<file path="src/rtl/unused_placeholder_none.sv">
// file: intentionally empty companion unit
`timescale 1ns/10ps
`default_nettype none
`default_nettype wire

</file>
<file path="src/rtl/klrc_pkg.sv">
// package: shared constants and carrier types for the keypad control block
package klrc_pkg;
   // identification screen time in milliseconds
   localparam int unsigned IDENT_MS = 3000;
   // clock rate in kHz (200 MHz)
   localparam int unsigned CLK_KHZ = 200000;
   // identification screen time in clock cycles
   localparam int unsigned IDENT_CYCLES = IDENT_MS * CLK_KHZ;
   // width of the parameter list index
   localparam int unsigned IDX_W = 8;
   // width of a parameter value and of a speed reference
   localparam int unsigned VAL_W = 16;
   // number of menu levels
   localparam int unsigned MENU_LEVELS = 5;
   // reset values
   localparam logic RST_SEQ_LOCAL = 1'b0;
   localparam logic RST_REF_LOCAL = 1'b0;
   localparam logic RST_DIR_REV = 1'b0;
   // fixed screen indices for the setpoint screens
   localparam logic [7:0] SCR_REMOTE_SETPOINT = 8'h01;
   localparam logic [7:0] SCR_LOCAL_SETPOINT = 8'h02;
   // first index inside a freshly entered menu level
   localparam logic [7:0] IDX_FIRST = 8'h00;
   // number of keys
   localparam int unsigned NKEYS = 11;

   // display view of one panel
   typedef enum logic [2:0] {
      KLRC_VIEW_IDENT,
      KLRC_VIEW_NAV,
      KLRC_VIEW_EDIT,
      KLRC_VIEW_CMD,
      KLRC_VIEW_LSET,
      KLRC_VIEW_RSET
   } klrc_view_t;

   // debounced keys of one operator panel
   typedef struct packed {
      logic up;
      logic down;
      logic esc;
      logic menu;
      logic operator_menu_swap_key;
      logic local_remote;
      logic dir;
      logic jog;
      logic run;
      logic halt;
      logic spare;
   } klrc_keys_t;

   // navigation state of one operator panel
   typedef struct packed {
      logic [2:0] level;
      logic [7:0] index;
      logic in_oper;
      logic [2:0] save_level;
      logic [7:0] save_index;
   } klrc_nav_t;

   // remote terminal commands
   typedef struct packed {
      logic run;
      logic jog;
      logic stop;
      logic rev;
   } klrc_remote_t;
endpackage

</file>
<file path="src/rtl/klrc_top.sv">
// module: key handling and local/remote control source for the operator panel
//
// Overview of operation
// toggle key swaps both sources, always accepted
// mode gates keys; remote inputs ignored when local
// reset starts remote, local keys disabled
// ident screen timed, then remote setpoint shown
// up navigates up, increments, confirms command
// down navigates down, decrements when editing
// escape goes back, leaves edit, acknowledges trip
// menu descends; writable parameter enters edit
// swap key toggles operator and saved positions
// toggle jumps to setpoint; local adjusts reference
// direction key only with local reference
// jog while held, only stopped and local
// run clears trips and starts in the same cycle, local only
// halt stops if local; resets inactive trips always
// separate navigation state per panel
// sequencing and reference sources held independently
// run and jog exclusive; stop before change
// actions fire on debounced rising edge
`timescale 1ns/10ps
`default_nettype none
module klrc_top #(
   parameter int unsigned NPANEL = 2,
   parameter int unsigned IDENT_CYCLES = klrc_pkg::IDENT_CYCLES
) (
   // clock and reset
   input wire logic clk_i,
   input wire logic nrst_i,
   // debounced keys, one set per panel (pin domain)
   input wire klrc_pkg::klrc_keys_t [NPANEL-1:0] keys_i,
   // remote terminal commands (pin domain)
   input wire klrc_pkg::klrc_remote_t remote_i,
   input wire logic [klrc_pkg::VAL_W-1:0] remote_ref_i,
   // drive sequencer status
   input wire logic stopped_i,
   input wire logic trip_active_i,
   input wire logic trip_latched_i,
   // parameter store information on shown parameter
   input wire logic [NPANEL-1:0] writable_i,
   input wire logic [NPANEL-1:0] cmd_menu_i,
   input wire logic [klrc_pkg::VAL_W-1:0] inch_speed_reference_i,
   // control source state
   output logic seq_local_o,
   output logic ref_local_o,
   // sequencer commands
   output logic run_o,
   output logic jog_o,
   output logic stop_o,
   output logic dir_rev_o,
   output logic trip_reset_o,
   output logic [klrc_pkg::VAL_W-1:0] speed_ref_o,
   output logic [klrc_pkg::VAL_W-1:0] local_ref_o,
   // per-panel display and edit actions
   output klrc_pkg::klrc_view_t [NPANEL-1:0] view_o,
   output klrc_pkg::klrc_nav_t [NPANEL-1:0] nav_o,
   output logic [NPANEL-1:0] edit_ind_o,
   output logic [NPANEL-1:0] inc_o,
   output logic [NPANEL-1:0] dec_o,
   output logic [NPANEL-1:0] confirm_o,
   output logic [NPANEL-1:0] msg_ack_o
);
   // elaboration check on parameters
   if (NPANEL < 1 || NPANEL > 4 || IDENT_CYCLES < 1) begin : g_chk
      $error("klrc_top: unsupported parameter values");
   end

   ////////////////////////////////////////////////////////////////////////
   // input synchronisers: three stages, change taken when 2 and 3 agree
   localparam int unsigned KW = klrc_pkg::NKEYS;
   localparam int unsigned RW = 4;
   localparam int unsigned SW = NPANEL * KW + RW + 3;
   logic [SW-1:0] raw;
   logic [SW-1:0] s1, s2, s3, filt;
   logic [SW-1:0] next_s1, next_s2, next_s3, next_filt;
   assign raw = {keys_i, remote_i, stopped_i, trip_active_i,
      trip_latched_i};

   // stage values and agreement filter
   always_comb begin
      next_s1 = raw;
      next_s2 = s1;
      next_s3 = s2;
      next_filt = filt;
      for (int i = 0; i < SW; i++) begin
         // accept a level only once stages two and three agree
         if (s2[i] == s3[i]) begin
            next_filt[i] = s3[i];
         end
      end
   end

   // register synchroniser stages
   always_ff @(posedge clk_i) begin
      if (!nrst_i) begin
         s1 <= '0;
         s2 <= '0;
         s3 <= '0;
         filt <= '0;
      end else begin
         s1 <= next_s1;
         s2 <= next_s2;
         s3 <= next_s3;
         filt <= next_filt;
      end
   end

   ////////////////////////////////////////////////////////////////////////
   // key edge detection
   klrc_pkg::klrc_keys_t [NPANEL-1:0] kl, kprev, kpress;
   klrc_pkg::klrc_remote_t rl;
   logic st_stopped, st_trip_act, st_trip_lat;
   logic lat_prev; // latched trip level of the previous cycle
   assign kl = filt[SW-1 -: NPANEL*KW];
   assign rl = filt[RW+2:3];
   assign st_stopped = filt[2];
   assign st_trip_act = filt[1];
   assign st_trip_lat = filt[0];
   // rising edge of each key gives one action per press
   assign kpress = kl & ~kprev;

   // register previous key levels
   always_ff @(posedge clk_i) begin
      if (!nrst_i) begin
         kprev <= '0;
         lat_prev <= 1'b0;
      end else begin
         kprev <= kl;
         lat_prev <= st_trip_lat;
      end
   end

   ////////////////////////////////////////////////////////////////////////
   // shared control source and sequencer command state
   logic next_seq_local, next_ref_local, next_run, next_jog, next_stop;
   logic next_dir_rev, next_trip_reset;
   logic [klrc_pkg::VAL_W-1:0] next_speed_ref, next_local_ref;
   logic any_toggle;

   // combine key actions of all panels into the drive commands
   always_comb begin
      next_seq_local = seq_local_o;
      next_ref_local = ref_local_o;
      next_run = run_o;
      next_jog = 1'b0;
      next_stop = 1'b0;
      next_dir_rev = dir_rev_o;
      next_trip_reset = 1'b0;
      next_local_ref = local_ref_o;
      any_toggle = 1'b0;
      for (int p = 0; p < NPANEL; p++) begin
         // toggle key works in every mode
         if (kpress[p].local_remote) begin
            any_toggle = 1'b1;
         end
         // local keys only while the matching source is local, except the halt trip reset, which acts in either mode
         if (ref_local_o && kpress[p].dir) begin
            next_dir_rev = ~next_dir_rev;
         end
         if (seq_local_o && kpress[p].run && !jog_o) begin
            // clear trips and start the run together, both in the same cycle
            next_trip_reset = 1'b1;
            next_run = 1'b1;
         end
         if (kpress[p].halt) begin
            if (seq_local_o) begin
               next_run = 1'b0;
               next_stop = 1'b1;
            end
            if (!st_trip_act) begin
               next_trip_reset = 1'b1;
            end
         end
         // jog held, only from stopped and not while running
         if (seq_local_o && kl[p].jog && !run_o && (jog_o || st_stopped))
         begin
            next_jog = 1'b1;
         end
         // setpoint adjust on local setpoint screen
         if (ref_local_o && view_o[p] == klrc_pkg::KLRC_VIEW_LSET) begin
            if (kpress[p].up) begin
               next_local_ref = next_local_ref + 1'b1;
            end
            if (kpress[p].down) begin
               next_local_ref = next_local_ref - 1'b1;
            end
         end
      end
      // remote terminals drive the sequencer only while remote
      if (!seq_local_o) begin
         next_run = rl.run && !rl.jog && !rl.stop && !jog_o;
         next_jog = rl.jog && !rl.run && !run_o &&
            (jog_o || st_stopped);
         next_stop = rl.stop;
      end
      if (!ref_local_o) begin
         next_dir_rev = rl.rev;
      end
      // both sources flip together, each kept as its own state
      if (any_toggle) begin
         next_seq_local = ~seq_local_o;
         next_ref_local = ~ref_local_o;
         next_run = 1'b0;
         next_jog = 1'b0;
      end
      // speed reference follows the active run kind and source
      if (jog_o) begin
         next_speed_ref = inch_speed_reference_i;
      end else if (ref_local_o) begin
         next_speed_ref = local_ref_o;
      end else begin
         next_speed_ref = remote_ref_i;
      end
      // a newly latched trip drops a local run; a run press resets it
      if (st_trip_lat && !lat_prev && !next_trip_reset && seq_local_o) begin
         next_run = 1'b0;
      end
      // run wins when run and jog would start together
      if (next_run) begin
         next_jog = 1'b0;
      end
   end

   // register control and command state
   always_ff @(posedge clk_i) begin
      if (!nrst_i) begin
         seq_local_o <= klrc_pkg::RST_SEQ_LOCAL;
         ref_local_o <= klrc_pkg::RST_REF_LOCAL;
         run_o <= 1'b0;
         jog_o <= 1'b0;
         stop_o <= 1'b0;
         dir_rev_o <= klrc_pkg::RST_DIR_REV;
         trip_reset_o <= 1'b0;
         speed_ref_o <= '0;
         local_ref_o <= '0;
      end else begin
         seq_local_o <= next_seq_local;
         ref_local_o <= next_ref_local;
         run_o <= next_run;
         jog_o <= next_jog;
         stop_o <= next_stop;
         dir_rev_o <= next_dir_rev;
         trip_reset_o <= next_trip_reset;
         speed_ref_o <= next_speed_ref;
         local_ref_o <= next_local_ref;
      end
   end

   ////////////////////////////////////////////////////////////////////////
   // identification screen timer
   logic [$clog2(IDENT_CYCLES+1)-1:0] ident_cnt, next_ident_cnt;
   logic ident_done, next_ident_done;

   // count the identification interval once after reset
   always_comb begin
      next_ident_cnt = ident_cnt;
      next_ident_done = ident_done;
      if (!ident_done) begin
         if (ident_cnt == ($bits(ident_cnt))'(IDENT_CYCLES - 1)) begin
            next_ident_done = 1'b1;
         end else begin
            next_ident_cnt = ident_cnt + 1'b1;
         end
      end
   end

   // register timer
   always_ff @(posedge clk_i) begin
      if (!nrst_i) begin
         ident_cnt <= '0;
         ident_done <= 1'b0;
      end else begin
         ident_cnt <= next_ident_cnt;
         ident_done <= next_ident_done;
      end
   end

   ////////////////////////////////////////////////////////////////////////
   // per-panel navigation and editing, one copy per panel
   for (genvar p = 0; p < NPANEL; p++) begin : g_panel
      klrc_pkg::klrc_view_t next_view;
      klrc_pkg::klrc_nav_t next_nav;
      logic next_inc, next_dec, next_conf, next_ack;

      // key decode for this panel
      always_comb begin
         next_view = view_o[p];
         next_nav = nav_o[p];
         next_inc = 1'b0;
         next_dec = 1'b0;
         next_conf = 1'b0;
         next_ack = 1'b0;
         case (view_o[p])
            klrc_pkg::KLRC_VIEW_IDENT: begin
               // timeout or menu key leaves the welcome screen
               if (ident_done) begin
                  next_view = klrc_pkg::KLRC_VIEW_RSET;
                  next_nav.index = klrc_pkg::SCR_REMOTE_SETPOINT;
               end else if (kpress[p].menu) begin
                  next_view = klrc_pkg::KLRC_VIEW_NAV;
               end
            end
            klrc_pkg::KLRC_VIEW_NAV, klrc_pkg::KLRC_VIEW_LSET,
            klrc_pkg::KLRC_VIEW_RSET: begin
               if (kpress[p].up && view_o[p] != klrc_pkg::KLRC_VIEW_LSET)
               begin
                  next_nav.index = nav_o[p].index - 1'b1;
               end else if (kpress[p].down &&
                  view_o[p] != klrc_pkg::KLRC_VIEW_LSET) begin
                  next_nav.index = nav_o[p].index + 1'b1;
               end else if (kpress[p].esc) begin
                  next_view = klrc_pkg::KLRC_VIEW_NAV;
                  next_ack = 1'b1;
                  if (nav_o[p].level != '0) begin
                     next_nav.level = nav_o[p].level - 1'b1;
                  end
               end else if (kpress[p].menu) begin
                  next_view = klrc_pkg::KLRC_VIEW_NAV;
                  if (cmd_menu_i[p]) begin
                     next_view = klrc_pkg::KLRC_VIEW_CMD;
                  end else if (writable_i[p]) begin
                     next_view = klrc_pkg::KLRC_VIEW_EDIT;
                  end else if (nav_o[p].level !=
                     3'(klrc_pkg::MENU_LEVELS - 1)) begin
                     next_nav.level = nav_o[p].level + 1'b1;
                     next_nav.index = klrc_pkg::IDX_FIRST;
                  end
               end else if (kpress[p].operator_menu_swap_key) begin
                  // swap current and saved position
                  next_nav.in_oper = ~nav_o[p].in_oper;
                  next_nav.level = nav_o[p].save_level;
                  next_nav.index = nav_o[p].save_index;
                  next_nav.save_level = nav_o[p].level;
                  next_nav.save_index = nav_o[p].index;
                  next_view = klrc_pkg::KLRC_VIEW_NAV;
               end
            end
            klrc_pkg::KLRC_VIEW_EDIT: begin
               next_inc = kpress[p].up;
               next_dec = kpress[p].down;
               if (kpress[p].esc) begin
                  next_view = klrc_pkg::KLRC_VIEW_NAV;
                  next_ack = 1'b1;
               end
            end
            klrc_pkg::KLRC_VIEW_CMD: begin
               if (kpress[p].up) begin
                  next_conf = 1'b1;
               end
               if (kpress[p].esc) begin
                  next_view = klrc_pkg::KLRC_VIEW_NAV;
                  next_ack = 1'b1;
               end
            end
            default: begin
               next_view = klrc_pkg::KLRC_VIEW_NAV;
            end
         endcase
         // a toggle from any panel jumps to the new setpoint screen
         if (any_toggle) begin
            next_view = seq_local_o ? klrc_pkg::KLRC_VIEW_RSET
               : klrc_pkg::KLRC_VIEW_LSET;
            next_nav.index = seq_local_o ? klrc_pkg::SCR_REMOTE_SETPOINT
               : klrc_pkg::SCR_LOCAL_SETPOINT;
         end
      end

      // register panel state, kept apart per panel
      always_ff @(posedge clk_i) begin
         if (!nrst_i) begin
            view_o[p] <= klrc_pkg::KLRC_VIEW_IDENT;
            nav_o[p] <= '0;
            edit_ind_o[p] <= 1'b0;
            inc_o[p] <= 1'b0;
            dec_o[p] <= 1'b0;
            confirm_o[p] <= 1'b0;
            msg_ack_o[p] <= 1'b0;
         end else begin
            view_o[p] <= next_view;
            nav_o[p] <= next_nav;
            edit_ind_o[p] <= (next_view == klrc_pkg::KLRC_VIEW_EDIT);
            inc_o[p] <= next_inc;
            dec_o[p] <= next_dec;
            confirm_o[p] <= next_conf;
            msg_ack_o[p] <= next_ack;
         end
      end
   end
endmodule
`default_nettype wire

</file>
<file path="config.mk">
export PLATFORM = sky130hd
export DESIGN_NAME = klrc_top
export DESIGN_NICKNAME = d
export VERILOG_FILES = /design/src/rtl/unused_placeholder_none.sv /design/src/rtl/klrc_pkg.sv /design/src/rtl/klrc_top.sv
export SDC_FILE = /design/constraint.sdc
export NUM_CORES = 1
export LEC_CHECK = 0
export BUFFER_PORTS_ARGS = -buffer_cell sky130_fd_sc_hd__buf_4
export CAP_MARGIN = 20
export CORE_MARGIN = 2
export CORE_UTILIZATION = 52
export CTS_CLUSTER_DIAMETER = 50
export DETAILED_ROUTE_END_ITERATION = 8
export PLACE_DENSITY = 0.77
export SYNTH_ARGS = -nofsm -noshare
export SYNTH_HDL_FRONTEND = slang
export SYNTH_SLANG_ARGS = --single-unit
</file>
<file path="constraint.sdc">
create_clock -name clk_i -period 4 [get_ports clk_i]
set_clock_uncertainty 0.05 [all_clocks]
set_input_delay 1.2 -clock clk_i [delete_from_list [all_inputs] [get_ports clk_i]]
set_output_delay 1.2 -clock clk_i [all_outputs]
set_load 0.1 [all_outputs]
</file>
# Word-level counts from Yosys, hierarchy flattened
# Cells that the tools add are included.
[word_totals]
output_inout_bits = 101
input_bits = 67
wordCells = 344
regBits = 271
[classes]
bitwise = 19
n_addsub = 13
n_reduce_logical = 59
n_eq_ne = 66
n_mux = 99
[op_table]
columns = ["op", "n"]
rows = [
  ["16-bit 2-to-1 mux", 10],
  ["11-bit 2-to-1 mux", 8],
  ["3-bit 2-to-1 mux", 22],
  ["8-bit 2-to-1 mux", 7],
  ["6-bit != test, second input constant", 8],
  ["23-bit 2-to-1 mux", 2],
  ["20-bit 2-to-1 mux", 2],
  ["1-bit 2-to-1 mux", 35],
  ["16-bit by 1-bit adder with 16-bit output, second input constant", 2],
  ["8-bit one-hot mux with 2 select lines", 2],
  ["16-bit by 1-bit subtractor with 16-bit output, second input constant", 2],
  ["30-bit by 1-bit adder with 30-bit output, second input constant", 1],
  ["30-bit equality test, second input constant", 1],
  ["1-bit equality test", 29],
  ["1-bit logical AND", 27],
  ["12-bit 2-to-1 mux", 2],
  ["22-bit AND", 1],
  ["22-bit NOT", 1],
  ["3-bit by 2-bit equality test with 1-bit output, second input constant", 6],
  ["3-bit != test, second input constant", 6],
  ["3-bit one-hot mux with 3 select lines", 2],
  ["3-bit nonzero test", 6],
  ["1-bit NOT", 17],
  ["8-bit by 1-bit adder with 8-bit output, second input constant", 2],
  ["20 further kinds", 55],
]

# Longest topological paths before layout
[depth]
word_depth = 15
ltp_mapped = 18
depth_no_buf = 16

# Worst setup path after synthesis
# No wires, ideal clock.
[synth_timing]
path_type = "register -> register"
from = "register local_ref_o[0] (netlist name)"
to = "register local_ref_o[14] (netlist name)"
period_less_slack_ns = 4.529
arrival_ns = 4.408
setup_time_ns = 0.072
path_stages_with_launch = 16
path_buffers = 1
setup_slack_ns = -0.529
required_time_ns = 3.878
path_cell_list = "dfxtp_1 ha_1 mux2i_1 ha_1 and3b_1 clkbuf_1 o2111ai_2 o221ai_1 nor4_4 a2111oi_4 mux2_2 and4bb_1 a22oi_2 a211oi_2 mux2i_1 mux2i_1"
[synth_via]
elab_chain_cells = 12
[synth_lines]
columns = ["element", "line_no", "text"]
rows = [
  ["start: declaration", "klrc_top.sv:54", "output logic [klrc_pkg::VAL_W-1:0] local_ref_o,"],
  ["start signal: assignment", "klrc_top.sv:246", "local_ref_o <= next_local_ref;"],
  ["16-bit by 1-bit adder with 16-bit output", "klrc_top.sv:183", "next_local_ref = next_local_ref + 1'b1;"],
  ["16-bit 2-to-1 mux", "klrc_top.sv:182", "if (kpress[p].up) begin"],
  ["16-bit 2-to-1 mux", "klrc_top.sv:181", "if (ref_local_o && view_o[p] == klrc_pkg::KLRC_VIEW_LSET) begin"],
  ["16-bit by 1-bit subtractor with 16-bit output", "klrc_top.sv:186", "next_local_ref = next_local_ref - 1'b1;"],
  ["16-bit 2-to-1 mux", "klrc_top.sv:185", "if (kpress[p].down) begin"],
  ["16-bit 2-to-1 mux *", "klrc_top.sv:181", ""],
  ["16-bit by 1-bit adder with 16-bit output", "klrc_top.sv:183", ""],
  ["16-bit 2-to-1 mux", "klrc_top.sv:182", ""],
  ["16-bit 2-to-1 mux", "klrc_top.sv:181", ""],
  ["16-bit by 1-bit subtractor with 16-bit output", "klrc_top.sv:186", ""],
  ["16-bit 2-to-1 mux", "klrc_top.sv:185", ""],
  ["16-bit 2-to-1 mux *", "klrc_top.sv:181", ""],
]
# Mark *: on every way between the ends. The rest lies on a longest branch, timed or not. The select of a mux whose other input is x is not followed.
# A chain may end at the register's enable or synchronous reset.

# Final worst setup path
# Same ends and word-level chain as after synthesis.

==> results.md <==
- DR pass1 iterations: 5
- Complex-gate fraction of the synthesized area: 0.158
- Area Growth Syn to Fin: 24.0%
- Rows: 56
- Core area: 23300 um^2
- Post-route ant nets: 0
- Post-Syn Nets: between 1500 and 2000
- Critical Path End Type: flip-flop
- R2r worst-path depth: 14
- Post-placement cell area: 13800 um^2
- Most Frequent Cell on Critical Path: mux2i_1
- Via count: 10800
- Antenna Cells: 0
- Design area: around 15000 um^2
- Starting Density: 0.524
- Asr flop ratio synth: 0
- Initial antenna violation count: 0
- Crit share post-route: 0.968
- DP HPWL: ~20000 um
- CTS tree: built
- First-pass GRT wire length: 47500 um
- Initial drt markers: 740
- Fmax: 258 MHz
- Dpl cells: 1889
- # nets final: about 1700
- Largest net degree at the start of global routing: 72
- Crit path kind: flip-flop to flip-flop
- Number of global-route vias before repair: 10000
- Post-synthesis xor/xnor area fraction: 0.0623
- Residual DRC count: 0
- Post-Synth Simple-Gate Area: 0.272
- Slew @ Worst Pin: between 900 and 1000 ps
- H-tree Lvls: 2
- Critical Path RT: 4380 ps
- Ys flop type: dfxtp_1
- Synth Warn #: 0
- Die height: between 150 and 200 um
- Pwr dens: 405 nW/um^2
- Port bufs: 165
- CTS max path bufs: 3
- Hold Vio Cnt, Final: 0
- Final Total Pwr: 0.00613 W
- Final hold slack: 379 ps
- Total of max-cap violations: 0
- Largest family of logic cells by synthesized area: simple AND/OR/NAND/NOR gates
- Syn_area_per_cell: 8.41 um^2
- Hold path depth: 1
- Share of layout cells above drive strength 1: 0.206
- Final Max Tran Viols: 0
- Post-Syn Instances: between 1000 and 1500
- Startpoint Class: flip-flop
- Synth unique cells: 95
- Worst slew margin: 0.338
- Post-Synth Adder-Cell Area: 0.0164
- Gp weighted congestion: between 0.9 and 1
- Synthesis-stage register bit count: 259
- Root Buffer: clkbuf_16
- Leak: 5.99 nW
- Post-Layout Cell Count: 1954
- Peak supply drop: 380 uV
- GR Overflow Total: 0
- Global-route usage over all layers: 0.231
- Outcome: finished clean
- Die Area: 24700 um^2
- Crit-path max FO: 5
- Slowest-stage cell, CP: a2111oi_4
- Crit path arrival time: 4260 ps
- Mux contribution to synthesized area: 0.0281
- CTS buffer count: 34
- Num ports: around 170
- TNS Setup: 0 ps
- WL per Instance: 15.3 um
- Final setup violating endpoints: 0
- Tmin final: 3870 ps
- Worst hold path type: flip-flop to flip-flop
- R2R setup slack: 130 ps
- Clk Latency, worst-skew pair: around 500 ps
- Register clock-pin slew on the reported worst setup and hold paths: 60 ps
- Worst stage delay on the critical path: 470 ps
- Clk sink count: 259
- Total Wirelength: 29900 um
- Drt via density: about 5.5
- Sequential share of the synthesized area: 0.425
- Critical-path cell list: ha_4, mux2i_1, ha_1, mux2i_1, o221ai_1, a21oi_2, nand2b_4, a2111oi_4, mux2_4, and4bb_1, a22oi_2, a211oi_2, mux2i_1, mux2i_1
- Die width: 157 um
- Synthesized area: 12200 um^2
- Post-synth EDFFs: 0
- Number of fill cells in the layout: slightly below 2000
-- critical path: cells and delay by family, from the launching register on --
family,cells,cell delay (ps)
AOI/OAI and AO/OA,5,1310
muxes,5,1220
adders and majority gates,2,490
DFF,1,360
and+or+nand+nor,2,350
-- cells by family after synthesis --
family,count (synthesis)
AO/OA/AOI/OAI,299
XOR/XNOR,85
adder cells (fa/ha/maj),16
buffers and inverters,114
flip-flops,259
multiplexers,34
AND/OR/NAND/NOR,643
-- path summary, 6_finish.rpt --
check | start | to
worst min-delay path | next_s2[8]$_SDFF_PN0_ | next_s3[8]$_SDFF_PN0_
worst max-delay path | local_ref_o[0]$_SDFF_PN0_ | local_ref_o[14]$_SDFF_PN0_
worst max register to register | local_ref_o[0]$_SDFF_PN0_ | local_ref_o[14]$_SDFF_PN0_
worst min register to register | next_s2[8]$_SDFF_PN0_ | next_s3[8]$_SDFF_PN0_
-- where the power goes --
group          internal, W  switching (W)
clock              0.00189        0.00116
combinational     0.000149       0.000266
sequential         0.00263      0.0000320
-- cells in the final DEF (no fill, tap or decap), types with 5 or more instances in the layout --
cell type  synthesis  final
nor4_1            15     13
nand2b_1          15     13
inv_1             29     28
buf_4              4    212
nor3_1            48     48
o21a_1             7      7
nand2_1          148    148
a22oi_1           13     13
and3_1            21     21
or3_1             11     11
o221ai_1           5      5
nor2b_1           19     19
nand4_1           19     19
o211ai_1           5      5
or2_2              5      5
nor2_1           155    155
dfxtp_2            0     10
a211oi_1           8      8
xnor2_1           44     44
o22ai_1            9      7
a31oi_1            6      6
clkbuf_16          0     35
o21ai_0           70     70
xor2_1            39     39
and2_1           107    106
ha_1              16     15
mux2i_1           32     32
nand3_1           40     40
a221oi_1          11     11
a21oi_1          107    106
dfxtp_1          259    247
-- Yosys cell counts (3+ instances only) --
cell | n | area (um^2)
a22oi_1 | 13 | 97.6
o211ai_1 | 5 | 37.5
o31a_1 | 3 | 26.3
and4_1 | 3 | 26.3
o21ai_0 | 70 | 350
nand2b_1 | 15 | 93.8
nand2_1 | 148 | 556
ha_1 | 16 | 200
xor2_1 | 39 | 342
a311oi_1 | 4 | 35.0
buf_4 | 4 | 30.0
o2111ai_1 | 3 | 26.3
nor4_1 | 15 | 93.8
and3_1 | 21 | 131
clkbuf_1 | 67 | 251
xnor2_1 | 44 | 385
o22ai_1 | 9 | 56.3
mux2i_1 | 32 | 320
nor3b_1 | 5 | 37.5
or2_2 | 5 | 31.3
a221oi_1 | 11 | 96.3
o21ai_1 | 5 | 25.0
a21o_1 | 4 | 30.0
buf_1 | 6 | 22.5
a21oi_1 | 107 | 536
nor4b_1 | 4 | 35.0
a211o_1 | 4 | 35.0
a31oi_1 | 6 | 37.5
o221a_2 | 3 | 33.8
o21a_1 | 7 | 52.6
nor2_1 | 155 | 582
nand3_1 | 40 | 200
and2_1 | 107 | 669
or3_1 | 11 | 68.8
o221ai_1 | 5 | 43.8
a211oi_1 | 8 | 60.1
nor3_2 | 3 | 30.0
inv_1 | 29 | 109
nand4_1 | 19 | 119
a221o_1 | 3 | 30.0
nor2b_1 | 19 | 119
nor3_1 | 48 | 240
buf_2 | 6 | 30.0
dfxtp_1 | 259 | 5180
-- area by class of cell --
type	count	area, um^2	share of cell area
clock buffers	41	938	0.0620
clock inverters	17	211	0.0140
inverters	29	111	0.00736
multi-input cells	1077	6670	0.441
flip-flops and latches	259	5200	0.344
well taps	319	399	0.0264
repair buffers	212	1590	0.105
-- what timing repair did --
| action | CTS | global route |
|---|---|---|
| setup endpoints to repair | 0 | 6 |
| hold buffers | 0 | 0 |
| setup buffers | 0 | 7 |
| resized for setup | 0 | 19 |
-- per-stage QoR --
stage	util	setup WS [ps]
after floorplan	-	-31.8
after global routing	0.650	-56.3
final	0.650	128
after global placement	0.594	83.7
after detailed placement	0.594	60.5
after CTS	0.643	0.0968
-- flip-flops by register name (all words and copies together), names as in the netlist, 6 cells and up --
| register | count |
|---|---|
| kprev | 18 |
| nav_o | 46 |
| view_o | 6 |
| next_s3 | 27 |
| filt | 27 |
| local_ref_o | 16 |
| speed_ref_o | 16 |
| next_s2 | 27 |
| s3 | 27 |
| ident_cnt | 30 |
-- layer usage --
layer	track usage	wire [um]	vias up
met2	0.393	14100	372
met1	0.297	13100	5020
li1	-	-	5385
met4	0.0771	776	0
met3	0.0383	1960	61
met5	0	0	-
(Power assumes the default switching activity.)
